===== config.mk =====
export PLATFORM = sky130hd
export DESIGN_NAME = fct_timer
export DESIGN_NICKNAME = d
export VERILOG_FILES = /design/src/fct_pkg.sv /design/src/fct_timer.sv
export SDC_FILE = /design/constraint.sdc
export NUM_CORES = 2
export LEC_CHECK = 0
export BUFFER_PORTS_ARGS = -buffer_cell sky130_fd_sc_hd__buf_2
export CORE_ASPECT_RATIO = 0.9
export CORE_UTILIZATION = 24
export DETAILED_ROUTE_END_ITERATION = 12
export PLACE_DENSITY = 0.39
export SYNTH_ARGS = -nofsm -noshare
export SYNTH_HDL_FRONTEND = slang
export SYNTH_SLANG_ARGS = --single-unit

===== constraint.sdc =====
create_clock -name CORE_CLK_I -period 8.2 [get_ports CORE_CLK_I]
set_clock_uncertainty 0.2 [all_clocks]
set_input_delay 1.64 -clock CORE_CLK_I [delete_from_list [all_inputs] [get_ports CORE_CLK_I]]
set_output_delay 1.64 -clock CORE_CLK_I [all_outputs]
set_load 0.01 [all_outputs]

===== src/fct_pkg.sv =====
/*
  Constants, register map and carrier types for the five channel
  capture and compare timer. Assumes a 32-bit APB master and a single
  125 MHz core clock.
*/
`default_nettype none
package fct_pkg;
  // Channel count and width of a count.
  localparam int FCT_NCH = 5;
  localparam int FCT_NGR = 10;
  localparam int FCT_CW = 16;

  // Global register byte offsets.
  localparam logic [7:0] FCT_OFS_START = 8'h00;
  localparam logic [7:0] FCT_OFS_SYNC = 8'h04;
  localparam logic [7:0] FCT_OFS_MODE = 8'h08;
  localparam logic [7:0] FCT_OFS_FLAGS = 8'h0C;
  localparam logic [7:0] FCT_OFS_DMAEN = 8'h10;
  localparam logic [7:0] FCT_OFS_DEAD = 8'h14;
  // Channel blocks start at 0x20 and take 0x20 bytes each.
  localparam logic [2:0] FCT_CH_FIRST = 3'h1;
  localparam logic [2:0] FCT_CH_LAST = 3'h5;
  localparam logic [4:0] FCT_CH_CTRL = 5'h00;
  localparam logic [4:0] FCT_CH_CNT = 5'h04;
  localparam logic [4:0] FCT_CH_GRA = 5'h08;
  localparam logic [4:0] FCT_CH_GRB = 5'h0C;
  localparam logic [4:0] FCT_CH_BRA = 5'h10;
  localparam logic [4:0] FCT_CH_BRB = 5'h14;

  // Mode register field positions.
  localparam int FCT_MODE_PWM_LSB = 0;
  localparam int FCT_MODE_SIX_LSB = 8;
  localparam int FCT_MODE_PC_BIT = 10;
  localparam int FCT_MODE_BUF_LSB = 11;
  // Channel control field positions.
  localparam int FCT_CTRL_CLK_LSB = 0;
  localparam int FCT_CTRL_CLR_LSB = 4;
  localparam int FCT_CTRL_IOA_LSB = 8;
  localparam int FCT_CTRL_IOB_LSB = 12;
  // Capture mode bit inside a 4-bit io field.
  localparam int FCT_IO_CAP_BIT = 3;

  // Reset value of every control register.
  localparam logic [31:0] FCT_RST_VAL = 32'h0000_0000;

  // Counter clock sources.
  typedef enum logic [2:0] {
    FCT_CLK_SYS = 3'b000,
    FCT_CLK_DIV2 = 3'b001,
    FCT_CLK_DIV4 = 3'b010,
    FCT_CLK_DIV8 = 3'b011,
    FCT_CLK_EXT = 3'b100
  } fct_clk_e;

  // Counter clear sources.
  typedef enum logic [1:0] {
    FCT_CLR_NONE = 2'b00,
    FCT_CLR_A = 2'b01,
    FCT_CLR_B = 2'b10
  } fct_clr_e;

  // Six phase motor modes.
  typedef enum logic [1:0] {
    FCT_SIX_OFF = 2'b00,
    FCT_SIX_RSYNC = 2'b01,
    FCT_SIX_COMPL = 2'b10
  } fct_six_e;

  // Compare actions (io field, capture bit low).
  localparam logic [1:0] FCT_OC_LOW = 2'b01;
  localparam logic [1:0] FCT_OC_HIGH = 2'b10;
  localparam logic [1:0] FCT_OC_TOGGLE = 2'b11;
  // Capture edges (io field, capture bit high).
  localparam logic [1:0] FCT_IC_RISE = 2'b00;
  localparam logic [1:0] FCT_IC_FALL = 2'b01;

  // APB request from the master.
  typedef struct packed {
    logic psel;
    logic penable;
    logic pwrite;
    logic [7:0] paddr;
    logic [31:0] pwdata;
  } fct_apb_req_s;

  // One counter channel.
  typedef struct packed {
    logic [2:0] clk_sel;
    logic [1:0] clr_sel;
    logic [3:0] io_a;
    logic [3:0] io_b;
    logic [15:0] cnt;
    logic [15:0] first_general_reg;
    logic [15:0] second_general_reg;
  } fct_chan_s;

  // Whole state of the timer.
  typedef struct packed {
    logic [4:0] start;
    logic [4:0] sync;
    logic [4:0] pwm;
    logic [1:0] six;
    logic pc_en;
    logic [1:0] buf_en;
    logic [9:0] flags;
    logic [9:0] dma_en;
    logic [7:0] dead;
    fct_chan_s [4:0] ch;
    logic [1:0][1:0][15:0] capture_buffer_reg;
    logic [2:0] pre;
    logic [4:0] eclk_s1;
    logic [4:0] eclk_s2;
    logic [4:0] eclk_p;
    logic [9:0] pin_s1;
    logic [9:0] pin_s2;
    logic [9:0] pin_p;
    logic [1:0] qd_s1;
    logic [1:0] qd_s2;
    logic [1:0] qd_p;
    logic [9:0] pin_out;
    logic [9:0] pin_oe;
    logic [9:0] evt;
    logic [9:0] dma_req;
    logic [5:0] phase;
    logic [2:0][7:0] dtc;
    logic [2:0] raw_p;
    logic [31:0] prdata;
    logic pready;
    logic pslverr;
  } fct_state_s;
endpackage : fct_pkg
`default_nettype wire


===== src/fct_timer.sv =====
/*
  Five channel 16-bit capture and compare timer with APB registers,
  standard and six phase PWM, buffered capture and quadrature counting.
  Assumes an APB master on CORE_CLK_I; all pins are asynchronous to it.
*/
`timescale 1ns/1ps
`default_nettype none
// Function
// - Five 16-bit counters, each clocked by sys clock, /2, /4, /8 or external pin.
// - Ten general registers, each set to act as compare or capture.
// - Four extra 16-bit buffer registers belong to the general registers.
// - Count equal to a compare register drives a chosen level and/or request.
// - A match can set, clear, toggle its pin, request, clear counter, trigger DMA.
// - Every channel can make pulses one counter clock long.
// - A chosen pin edge (rise, fall, both) copies the count into the register.
// - A capture can also clear the channel counter.
// - Channels 3 and 4 push the older capture into a buffer register.
// - A capture event can raise a DMA transfer request.
// - Synchronised counters are written together and cleared together.
// - Synchronised channels keep capture and compare events on the common count.
// - PWM mode drives pin high on first match, low on second match.
// - PWM period is set by clearing on the first or second register.
// - Complementary and reset synchronised six phase PWM, dead time only in the first.
// - Phase counting makes channel 2 count up or down from two quadrature inputs.
// - In phase counting the channel 2 compares still raise requests.
module fct_timer (
  // Clock and reset.
  input wire logic CORE_CLK_I,
  input wire logic RSTN_I,
  // APB slave.
  input wire fct_pkg::fct_apb_req_s APB_REQ_I,
  output logic [31:0] PRDATA_O,
  output logic PREADY_O,
  output logic PSLVERR_O,
  // Timer pins.
  input wire logic [4:0] EXT_CLK_I,
  input wire logic [9:0] TIOC_I,
  output logic [9:0] TIOC_O,
  output logic [9:0] TIOC_OE_O,
  input wire logic QUAD_A_I,
  input wire logic QUAD_B_I,
  output logic [5:0] PHASE_O,
  // Event requests towards interrupt and DMA controllers.
  output logic [9:0] EVENT_O,
  output logic [9:0] DMA_REQ_O
);
  fct_pkg::fct_state_s st_q;
  fct_pkg::fct_state_s st_d;

  // Per channel working signals.
  logic [4:0] tick;
  logic [4:0] clr_own;
  logic [4:0] clr_all;
  logic [9:0] match;
  logic [9:0] cap;
  logic [9:0] rise;
  logic [9:0] fall;
  logic [4:0] eclk_rise;
  logic q_da;
  logic q_db;
  logic q_step;
  logic q_up;
  logic [15:0] rdv;
  logic rd_err;
  logic wr_en;
  logic rd_en;
  logic [2:0] ach;
  logic [15:0] duty [3];
  logic [2:0] raw;

  // Next state of the whole timer.
  always_comb begin
    st_d = st_q;
    tick = '0;
    clr_own = '0;
    clr_all = '0;
    match = '0;
    cap = '0;
    rdv = '0;
    rd_err = 1'b0;
    ach = 3'(APB_REQ_I.paddr[7:5] - fct_pkg::FCT_CH_FIRST);
    wr_en = APB_REQ_I.psel & APB_REQ_I.penable & APB_REQ_I.pwrite;
    rd_en = APB_REQ_I.psel & ~APB_REQ_I.penable & ~APB_REQ_I.pwrite;

    // Pin synchronisers; the first stage feeds only the second.
    st_d.eclk_s1 = EXT_CLK_I;
    st_d.eclk_s2 = st_q.eclk_s1;
    st_d.eclk_p = st_q.eclk_s2;
    st_d.pin_s1 = TIOC_I;
    st_d.pin_s2 = st_q.pin_s1;
    st_d.pin_p = st_q.pin_s2;
    st_d.qd_s1 = {QUAD_B_I, QUAD_A_I};
    st_d.qd_s2 = st_q.qd_s1;
    st_d.qd_p = st_q.qd_s2;
    eclk_rise = st_q.eclk_s2 & ~st_q.eclk_p;
    rise = st_q.pin_s2 & ~st_q.pin_p;
    fall = ~st_q.pin_s2 & st_q.pin_p;

    // Quadrature step: one phase changed, direction from the other phase.
    q_da = st_q.qd_s2[0] ^ st_q.qd_p[0];
    q_db = st_q.qd_s2[1] ^ st_q.qd_p[1];
    q_step = st_q.pc_en & (q_da ^ q_db);
    q_up = q_da ? (st_q.qd_s2[0] != st_q.qd_s2[1]) : (st_q.qd_s2[1] == st_q.qd_s2[0]);

    // Prescaler for the divided counter clocks.
    st_d.pre = 3'(st_q.pre + 3'h1);

    // Ticks, matches and captures for every channel.
    for (int c = 0; c < fct_pkg::FCT_NCH; c++) begin
      case (st_q.ch[c].clk_sel)
        fct_pkg::FCT_CLK_SYS: tick[c] = 1'b1;
        fct_pkg::FCT_CLK_DIV2: tick[c] = st_q.pre[0];
        fct_pkg::FCT_CLK_DIV4: tick[c] = &st_q.pre[1:0];
        fct_pkg::FCT_CLK_DIV8: tick[c] = &st_q.pre;
        fct_pkg::FCT_CLK_EXT: tick[c] = eclk_rise[c];
        default: tick[c] = 1'b0;
      endcase
      if (c == 2 && st_q.pc_en) begin
        tick[c] = q_step;
      end
      tick[c] = tick[c] & st_q.start[c];
      // Compares see the count on the tick; sync channels share the count.
      if (!st_q.ch[c].io_a[fct_pkg::FCT_IO_CAP_BIT] || st_q.pwm[c]) begin
        match[2*c] = tick[c] & (st_q.ch[c].cnt == st_q.ch[c].first_general_reg);
      end
      if (!st_q.ch[c].io_b[fct_pkg::FCT_IO_CAP_BIT] || st_q.pwm[c]) begin
        match[2*c+1] = tick[c] & (st_q.ch[c].cnt == st_q.ch[c].second_general_reg);
      end
      for (int g = 0; g < 2; g++) begin
        logic [3:0] io;
        io = (g == 0) ? st_q.ch[c].io_a : st_q.ch[c].io_b;
        if (io[fct_pkg::FCT_IO_CAP_BIT] && !st_q.pwm[c]) begin
          case (io[1:0])
            fct_pkg::FCT_IC_RISE: cap[2*c+g] = rise[2*c+g];
            fct_pkg::FCT_IC_FALL: cap[2*c+g] = fall[2*c+g];
            default: cap[2*c+g] = rise[2*c+g] | fall[2*c+g];
          endcase
        end
      end
      clr_own[c] = ((st_q.ch[c].clr_sel == fct_pkg::FCT_CLR_A) & (match[2*c] | cap[2*c]))
          | ((st_q.ch[c].clr_sel == fct_pkg::FCT_CLR_B) & (match[2*c+1] | cap[2*c+1]));
    end

    // Any clear in the sync group clears every member.
    for (int c = 0; c < fct_pkg::FCT_NCH; c++) begin
      clr_all[c] = clr_own[c] | (st_q.sync[c] & |(clr_own & st_q.sync));
    end

    // Counters, captures and pin actions.
    for (int c = 0; c < fct_pkg::FCT_NCH; c++) begin
      if (clr_all[c]) begin
        st_d.ch[c].cnt = '0;
      end else if (tick[c]) begin
        if (c == 2 && st_q.pc_en && !q_up) begin
          st_d.ch[c].cnt = 16'(st_q.ch[c].cnt - 16'h0001);
        end else begin
          st_d.ch[c].cnt = 16'(st_q.ch[c].cnt + 16'h0001);
        end
      end
      if (cap[2*c]) begin
        st_d.ch[c].first_general_reg = st_q.ch[c].cnt;
      end
      if (cap[2*c+1]) begin
        st_d.ch[c].second_general_reg = st_q.ch[c].cnt;
      end
      if (c >= 3 && st_q.buf_en[c-3]) begin
        if (cap[2*c]) begin
          st_d.capture_buffer_reg[c-3][0] = st_q.ch[c].first_general_reg;
        end
        if (cap[2*c+1]) begin
          st_d.capture_buffer_reg[c-3][1] = st_q.ch[c].second_general_reg;
        end
      end
      if (st_q.pwm[c]) begin
        // Pin A rises on the first register and falls on the second.
        st_d.pin_oe[2*c] = 1'b1;
        st_d.pin_oe[2*c+1] = 1'b0;
        if (match[2*c+1]) begin
          st_d.pin_out[2*c] = 1'b0;
        end else if (match[2*c]) begin
          st_d.pin_out[2*c] = 1'b1;
        end
      end else begin
        for (int g = 0; g < 2; g++) begin
          logic [3:0] io;
          io = (g == 0) ? st_q.ch[c].io_a : st_q.ch[c].io_b;
          st_d.pin_oe[2*c+g] = ~io[fct_pkg::FCT_IO_CAP_BIT] & (|io[1:0]);
          // Output changes on the tick itself, so a pulse can be one tick wide.
          if (match[2*c+g]) begin
            case (io[1:0])
              fct_pkg::FCT_OC_LOW: st_d.pin_out[2*c+g] = 1'b0;
              fct_pkg::FCT_OC_HIGH: st_d.pin_out[2*c+g] = 1'b1;
              fct_pkg::FCT_OC_TOGGLE: st_d.pin_out[2*c+g] = ~st_q.pin_out[2*c+g];
              default: st_d.pin_out[2*c+g] = st_q.pin_out[2*c+g];
            endcase
          end
        end
      end
    end

    // Event pulses, DMA requests and sticky flags.
    st_d.evt = match | cap;
    st_d.dma_req = (match | cap) & st_q.dma_en;

    // Six phase outputs from the channel 3 count against three duties.
    duty[0] = st_q.ch[3].second_general_reg;
    duty[1] = st_q.ch[4].first_general_reg;
    duty[2] = st_q.ch[4].second_general_reg;
    for (int k = 0; k < 3; k++) begin
      raw[k] = st_q.ch[3].cnt < duty[k];
      st_d.raw_p[k] = raw[k];
      if (st_q.six == fct_pkg::FCT_SIX_RSYNC) begin
        st_d.phase[2*k] = raw[k];
        st_d.phase[2*k+1] = ~raw[k];
        st_d.dtc[k] = '0;
      end else if (st_q.six == fct_pkg::FCT_SIX_COMPL) begin
        // A change holds both legs low for the dead time.
        if (raw[k] != st_q.raw_p[k]) begin
          st_d.dtc[k] = st_q.dead;
        end else if (st_q.dtc[k] != 8'h00) begin
          st_d.dtc[k] = 8'(st_q.dtc[k] - 8'h01);
        end
        st_d.phase[2*k] = raw[k] & (st_d.dtc[k] == 8'h00);
        st_d.phase[2*k+1] = ~raw[k] & (st_d.dtc[k] == 8'h00);
      end else begin
        st_d.phase[2*k] = 1'b0;
        st_d.phase[2*k+1] = 1'b0;
        st_d.dtc[k] = '0;
      end
    end

    // Read path: decoded in the setup phase, presented in the access phase.
    if (APB_REQ_I.paddr[1:0] != 2'b00) begin
      rd_err = 1'b1;
    end else if (APB_REQ_I.paddr == fct_pkg::FCT_OFS_START) begin
      rdv = {11'h000, st_q.start};
    end else if (APB_REQ_I.paddr == fct_pkg::FCT_OFS_SYNC) begin
      rdv = {11'h000, st_q.sync};
    end else if (APB_REQ_I.paddr == fct_pkg::FCT_OFS_MODE) begin
      rdv = {3'h0, st_q.buf_en, st_q.pc_en, st_q.six, 3'h0, st_q.pwm};
    end else if (APB_REQ_I.paddr == fct_pkg::FCT_OFS_FLAGS) begin
      rdv = {6'h00, st_q.flags};
    end else if (APB_REQ_I.paddr == fct_pkg::FCT_OFS_DMAEN) begin
      rdv = {6'h00, st_q.dma_en};
    end else if (APB_REQ_I.paddr == fct_pkg::FCT_OFS_DEAD) begin
      rdv = {8'h00, st_q.dead};
    end else if (APB_REQ_I.paddr[7:5] < fct_pkg::FCT_CH_FIRST
        || APB_REQ_I.paddr[7:5] > fct_pkg::FCT_CH_LAST) begin
      rd_err = 1'b1;
    end else if (APB_REQ_I.paddr[4:0] == fct_pkg::FCT_CH_CTRL) begin
      rdv = {st_q.ch[ach].io_b, st_q.ch[ach].io_a, 2'h0, st_q.ch[ach].clr_sel, 1'b0,
          st_q.ch[ach].clk_sel};
    end else if (APB_REQ_I.paddr[4:0] == fct_pkg::FCT_CH_CNT) begin
      rdv = st_q.ch[ach].cnt;
    end else if (APB_REQ_I.paddr[4:0] == fct_pkg::FCT_CH_GRA) begin
      rdv = st_q.ch[ach].first_general_reg;
    end else if (APB_REQ_I.paddr[4:0] == fct_pkg::FCT_CH_GRB) begin
      rdv = st_q.ch[ach].second_general_reg;
    end else if (APB_REQ_I.paddr[4:0] == fct_pkg::FCT_CH_BRA && ach >= 3'h3) begin
      rdv = st_q.capture_buffer_reg[1'(ach - 3'h3)][0];
    end else if (APB_REQ_I.paddr[4:0] == fct_pkg::FCT_CH_BRB && ach >= 3'h3) begin
      rdv = st_q.capture_buffer_reg[1'(ach - 3'h3)][1];
    end else begin
      rd_err = 1'b1;
    end
    st_d.pready = 1'b1;
    if (APB_REQ_I.psel && !APB_REQ_I.penable) begin
      st_d.prdata = rd_en ? {16'h0000, rdv} : 32'h0000_0000;
      st_d.pslverr = rd_err;
    end

    // Write path: the bus wins over hardware for counters and general registers.
    if (wr_en && !st_q.pslverr) begin
      if (APB_REQ_I.paddr == fct_pkg::FCT_OFS_START) begin
        st_d.start = APB_REQ_I.pwdata[4:0];
      end else if (APB_REQ_I.paddr == fct_pkg::FCT_OFS_SYNC) begin
        st_d.sync = APB_REQ_I.pwdata[4:0];
      end else if (APB_REQ_I.paddr == fct_pkg::FCT_OFS_MODE) begin
        st_d.pwm = APB_REQ_I.pwdata[fct_pkg::FCT_MODE_PWM_LSB +: 5];
        st_d.six = APB_REQ_I.pwdata[fct_pkg::FCT_MODE_SIX_LSB +: 2];
        st_d.pc_en = APB_REQ_I.pwdata[fct_pkg::FCT_MODE_PC_BIT];
        st_d.buf_en = APB_REQ_I.pwdata[fct_pkg::FCT_MODE_BUF_LSB +: 2];
      end else if (APB_REQ_I.paddr == fct_pkg::FCT_OFS_FLAGS) begin
        st_d.flags = st_q.flags & ~APB_REQ_I.pwdata[9:0];
      end else if (APB_REQ_I.paddr == fct_pkg::FCT_OFS_DMAEN) begin
        st_d.dma_en = APB_REQ_I.pwdata[9:0];
      end else if (APB_REQ_I.paddr == fct_pkg::FCT_OFS_DEAD) begin
        st_d.dead = APB_REQ_I.pwdata[7:0];
      end else if (APB_REQ_I.paddr[4:0] == fct_pkg::FCT_CH_CTRL) begin
        st_d.ch[ach].clk_sel = APB_REQ_I.pwdata[fct_pkg::FCT_CTRL_CLK_LSB +: 3];
        st_d.ch[ach].clr_sel = APB_REQ_I.pwdata[fct_pkg::FCT_CTRL_CLR_LSB +: 2];
        st_d.ch[ach].io_a = APB_REQ_I.pwdata[fct_pkg::FCT_CTRL_IOA_LSB +: 4];
        st_d.ch[ach].io_b = APB_REQ_I.pwdata[fct_pkg::FCT_CTRL_IOB_LSB +: 4];
      end else if (APB_REQ_I.paddr[4:0] == fct_pkg::FCT_CH_CNT) begin
        for (int c = 0; c < fct_pkg::FCT_NCH; c++) begin
          if (3'(c) == ach || (st_q.sync[c] && st_q.sync[ach])) begin
            st_d.ch[c].cnt = APB_REQ_I.pwdata[15:0];
          end
        end
      end else if (APB_REQ_I.paddr[4:0] == fct_pkg::FCT_CH_GRA) begin
        st_d.ch[ach].first_general_reg = APB_REQ_I.pwdata[15:0];
      end else if (APB_REQ_I.paddr[4:0] == fct_pkg::FCT_CH_GRB) begin
        st_d.ch[ach].second_general_reg = APB_REQ_I.pwdata[15:0];
      end
    end
    // Set beats clear on the same cycle.
    st_d.flags = st_d.flags | match | cap;
  end

  // State register.
  always_ff @(posedge CORE_CLK_I or negedge RSTN_I) begin
    if (!RSTN_I) begin
      st_q <= fct_pkg::fct_state_s'(fct_pkg::FCT_RST_VAL);
    end else begin
      st_q <= st_d;
    end
  end

  // Outputs straight from the state register.
  assign PRDATA_O = st_q.prdata;
  assign PREADY_O = st_q.pready;
  assign PSLVERR_O = st_q.pslverr;
  assign TIOC_O = st_q.pin_out;
  assign TIOC_OE_O = st_q.pin_oe;
  assign PHASE_O = st_q.phase;
  assign EVENT_O = st_q.evt;
  assign DMA_REQ_O = st_q.dma_req;
endmodule : fct_timer
`default_nettype wire


==> impl_results.md <==
- Status: completed
- Initial Utilization: 24.21%
- Placed inst area: 35070 µm²
- I/O Buffers: 109
- Vias in the first global route: 26300
- Row count: 129
- Routed wire per std cell: 27.44 µm
- Critical Path AT: 5.99 ns
- # hold bufs at CTS: 0
- Total GRT Usage: 20.92%
- Grt total ovfl: 0
- Die H: 355.3 µm
- Fin crit period: 5.623 ns
- Final core utilization: 27.34%
- Register area share after synthesis: 42.25%
- Die ar.: 140200 µm²
- Critical Path RT: 8.57 ns
- Synth Register Bits: 562
- Met3 WL: 9.215 mm
- Worst Path Max Fanout: 79
- Vias/cell: 5.091
- Max Root-Sink Buffers: 3
- Worst slack, placed: 1.981 ns
- Clk root buf: clkbuf_16
- TritonCTS Buffers: 71
- Max layer used: met5
- Pins Over Slew Limit: 0
- Routed Wire Length: 148.9 mm
- Share of cells above drive strength 1: 13.27%
- WL met1: 71.75 mm
- Mapped cell area: 33290 µm²
- Post-Syn Instances: 3633
- Top post-synthesis cells by area: dfrtp_1 42%, mux2i_1 5.6%, nand2_1 4.9%, mux2_2 4.3%, o21ai_0 4.1%
- Metal2 WL: 63.00 mm
- Largest net degree at the start of global routing: 142
- Worst-Skew Late Latency: 0.70 ns
- Synth area leader: dfrtp_1
- Gpl congestion: 0.9413
- CP endpoint kind: flip-flop
- Dpl hpwl: 106.3 mm
- Ys async rst share: 100.0%
- Distinct cells, synth: 96
- CTS sink cnt: 562
- Post-synth EDFFs: 0
- Synth warn: 0
- Core Area: 137500 µm²
- Hold Vio Cnt, Final: 0
- DR iter-0 viols: 3001
- Yosys top cell area share: 42.25%
- Commonest non-fill, non-tap cells in the layout: 562 x dfrtp_1, 434 x nand2_1, 273 x o21ai_0
- CTS tree: yes
- I/O Pins: 142
- Slew headroom: 17.89%
- Setup TNS: 0 ns
- Initial antenna violation count: 11
- Cell Pwr Density: 247.2 nW/µm²
- Main synth FF type: dfrtp_1
- Die Span X: 394.6 µm
- Worst-Margin Slew: 1.230 ns
- Commonest non-fill, non-tap cell in the layout: dfrtp_1
- LEAKAGE: 16.18 nW
- Worst setup margin: 2.577 ns
- IR drop worst, VDD: 0.0001527 V
- Post-CTS sizing: 0
- Post-layout instance area: 37600 µm²
- Antenna Nets Post-Route: 0
- Hold/Removal Path Class: flip-flop to flip-flop
- Crit start category: input pin
- Drt drc: 0
- Endpoints failing setup: 0
- DRT Pass-1 Iters: 6
- First-pass GRT wire length: 210.2 mm
- Clock-pin slew of the registers on the worst-case setup and hold paths: 0.06 ns
- Final period util: 68.57%
- Kind of critical path: input pin to flip-flop
- Post-CTS Repair Setup Buffers: 0
- Vias: 27610
- Unrepaired setup endpoints after global routing: no
- Layout Nets: 3697
- Average cell area after synthesis: 9.163 µm²
- Fmax: 177.9 MHz
- WHS: 0.1430 ns
- Syn-to-layout area delta: 12.96%
- Htree depth: 3
- Max_cap viols: 0
-- power breakdown --
part	internal, W	total, W	switching, W	leakage (nW)
sequential	0.00298	0.00347	0.000490	6.46
combinational	0.000912	0.00237	0.00146	8.48
clock	0.00210	0.00345	0.00136	1.23
-- cell type report --
| class | instances | area (µm²) |
|---|---|---|
| Antenna cell | 2 | 5.005 |
| Clock buffer | 100 | 2088 |
| Tap cell | 1834 | 2295 |
| Fill cell | 14830 | 99920 |
| Inverter | 108 | 405.4 |
| Clock inverter | 24 | 434.2 |
| Sequential cell | 562 | 14060 |
| Multi-Input combinational cell | 2614 | 17170 |
| Timing Repair Buffer | 180 | 1141 |
-- critical path: stages --
cell	delay, ns
buf_4	0.34
clkinv_1	0.25
ha_4	0.34
buf_4	0.73
nand2_1	0.74
o21ai_0	0.40
a221o_1	0.19
o22ai_1	0.11
a221o_1	0.41
a221oi_1	0.37
o21ai_1	0.13
a211oi_1	0.20
o21ai_1	0.10
-- logic make-up (layout without fill, tap and decap cells) --
family	Yosys count	after routing	share of synthesized area [%]
xor gates and xnor gates	243	243	6.416
other	2	19	0.02256
muxes	319	319	10.18
adders and majority gates	98	98	3.706
DFF	562	562	42.25
and+or+nand+nor	1029	1029	14.12
buffers and inverters	472	412	6.672
AOI/OAI and AO/OA	908	908	16.64
-- routing by layer --
metal	track usage, %	vias up
li1	-	12460
met1	31.51	13970
met2	30.53	1011
met3	2.614	170
met4	6.868	2
met5	0	-
-- synth_stat cells (77+ instances only) --
cell      number
o21ai_1       85
o21ai_0      273
xnor2_1      139
nand2_1      434
clkbuf_1     181
a21oi_1      252
nor2_1       231
mux2_2       126
mux2i_1      187
buf_4         84
buf_2         77
ha_1          97
nor3_1        78
inv_1        102
xor2_1       103
dfrtp_1      562
-- stage by stage --
| stage | power, W | instances |
|---|---|---|
| after floorplan | 0.004953 | 3648 |
| after global placement | 0.005858 | 5298 |
| after detailed placement | 0.005858 | 5298 |
| after CTS | 0.009370 | 5422 |
| after global routing | 0.009732 | 5422 |
| final | 0.009295 | 5424 |
-- worst paths after layout --
check | start | endpoint | slack, ns | cells after the start
max | APB_REQ_I[37] | PRDATA_O[0] | 2.58 | 13
min | st_d[123] | st_d[113] | 0.14 | 0
max reg2reg | st_q[158] | st_q[260] | 3.62 | 11
min reg2reg | st_d[123] | st_d[113] | 0.14 | 0
max in group asynchronous | RSTN_I | st_q[215] | 5.59 | 2
min in group asynchronous | RSTN_I | st_q[144] | 0.81 | 1
No activity file was read; power rests on OpenSTA's default activity.
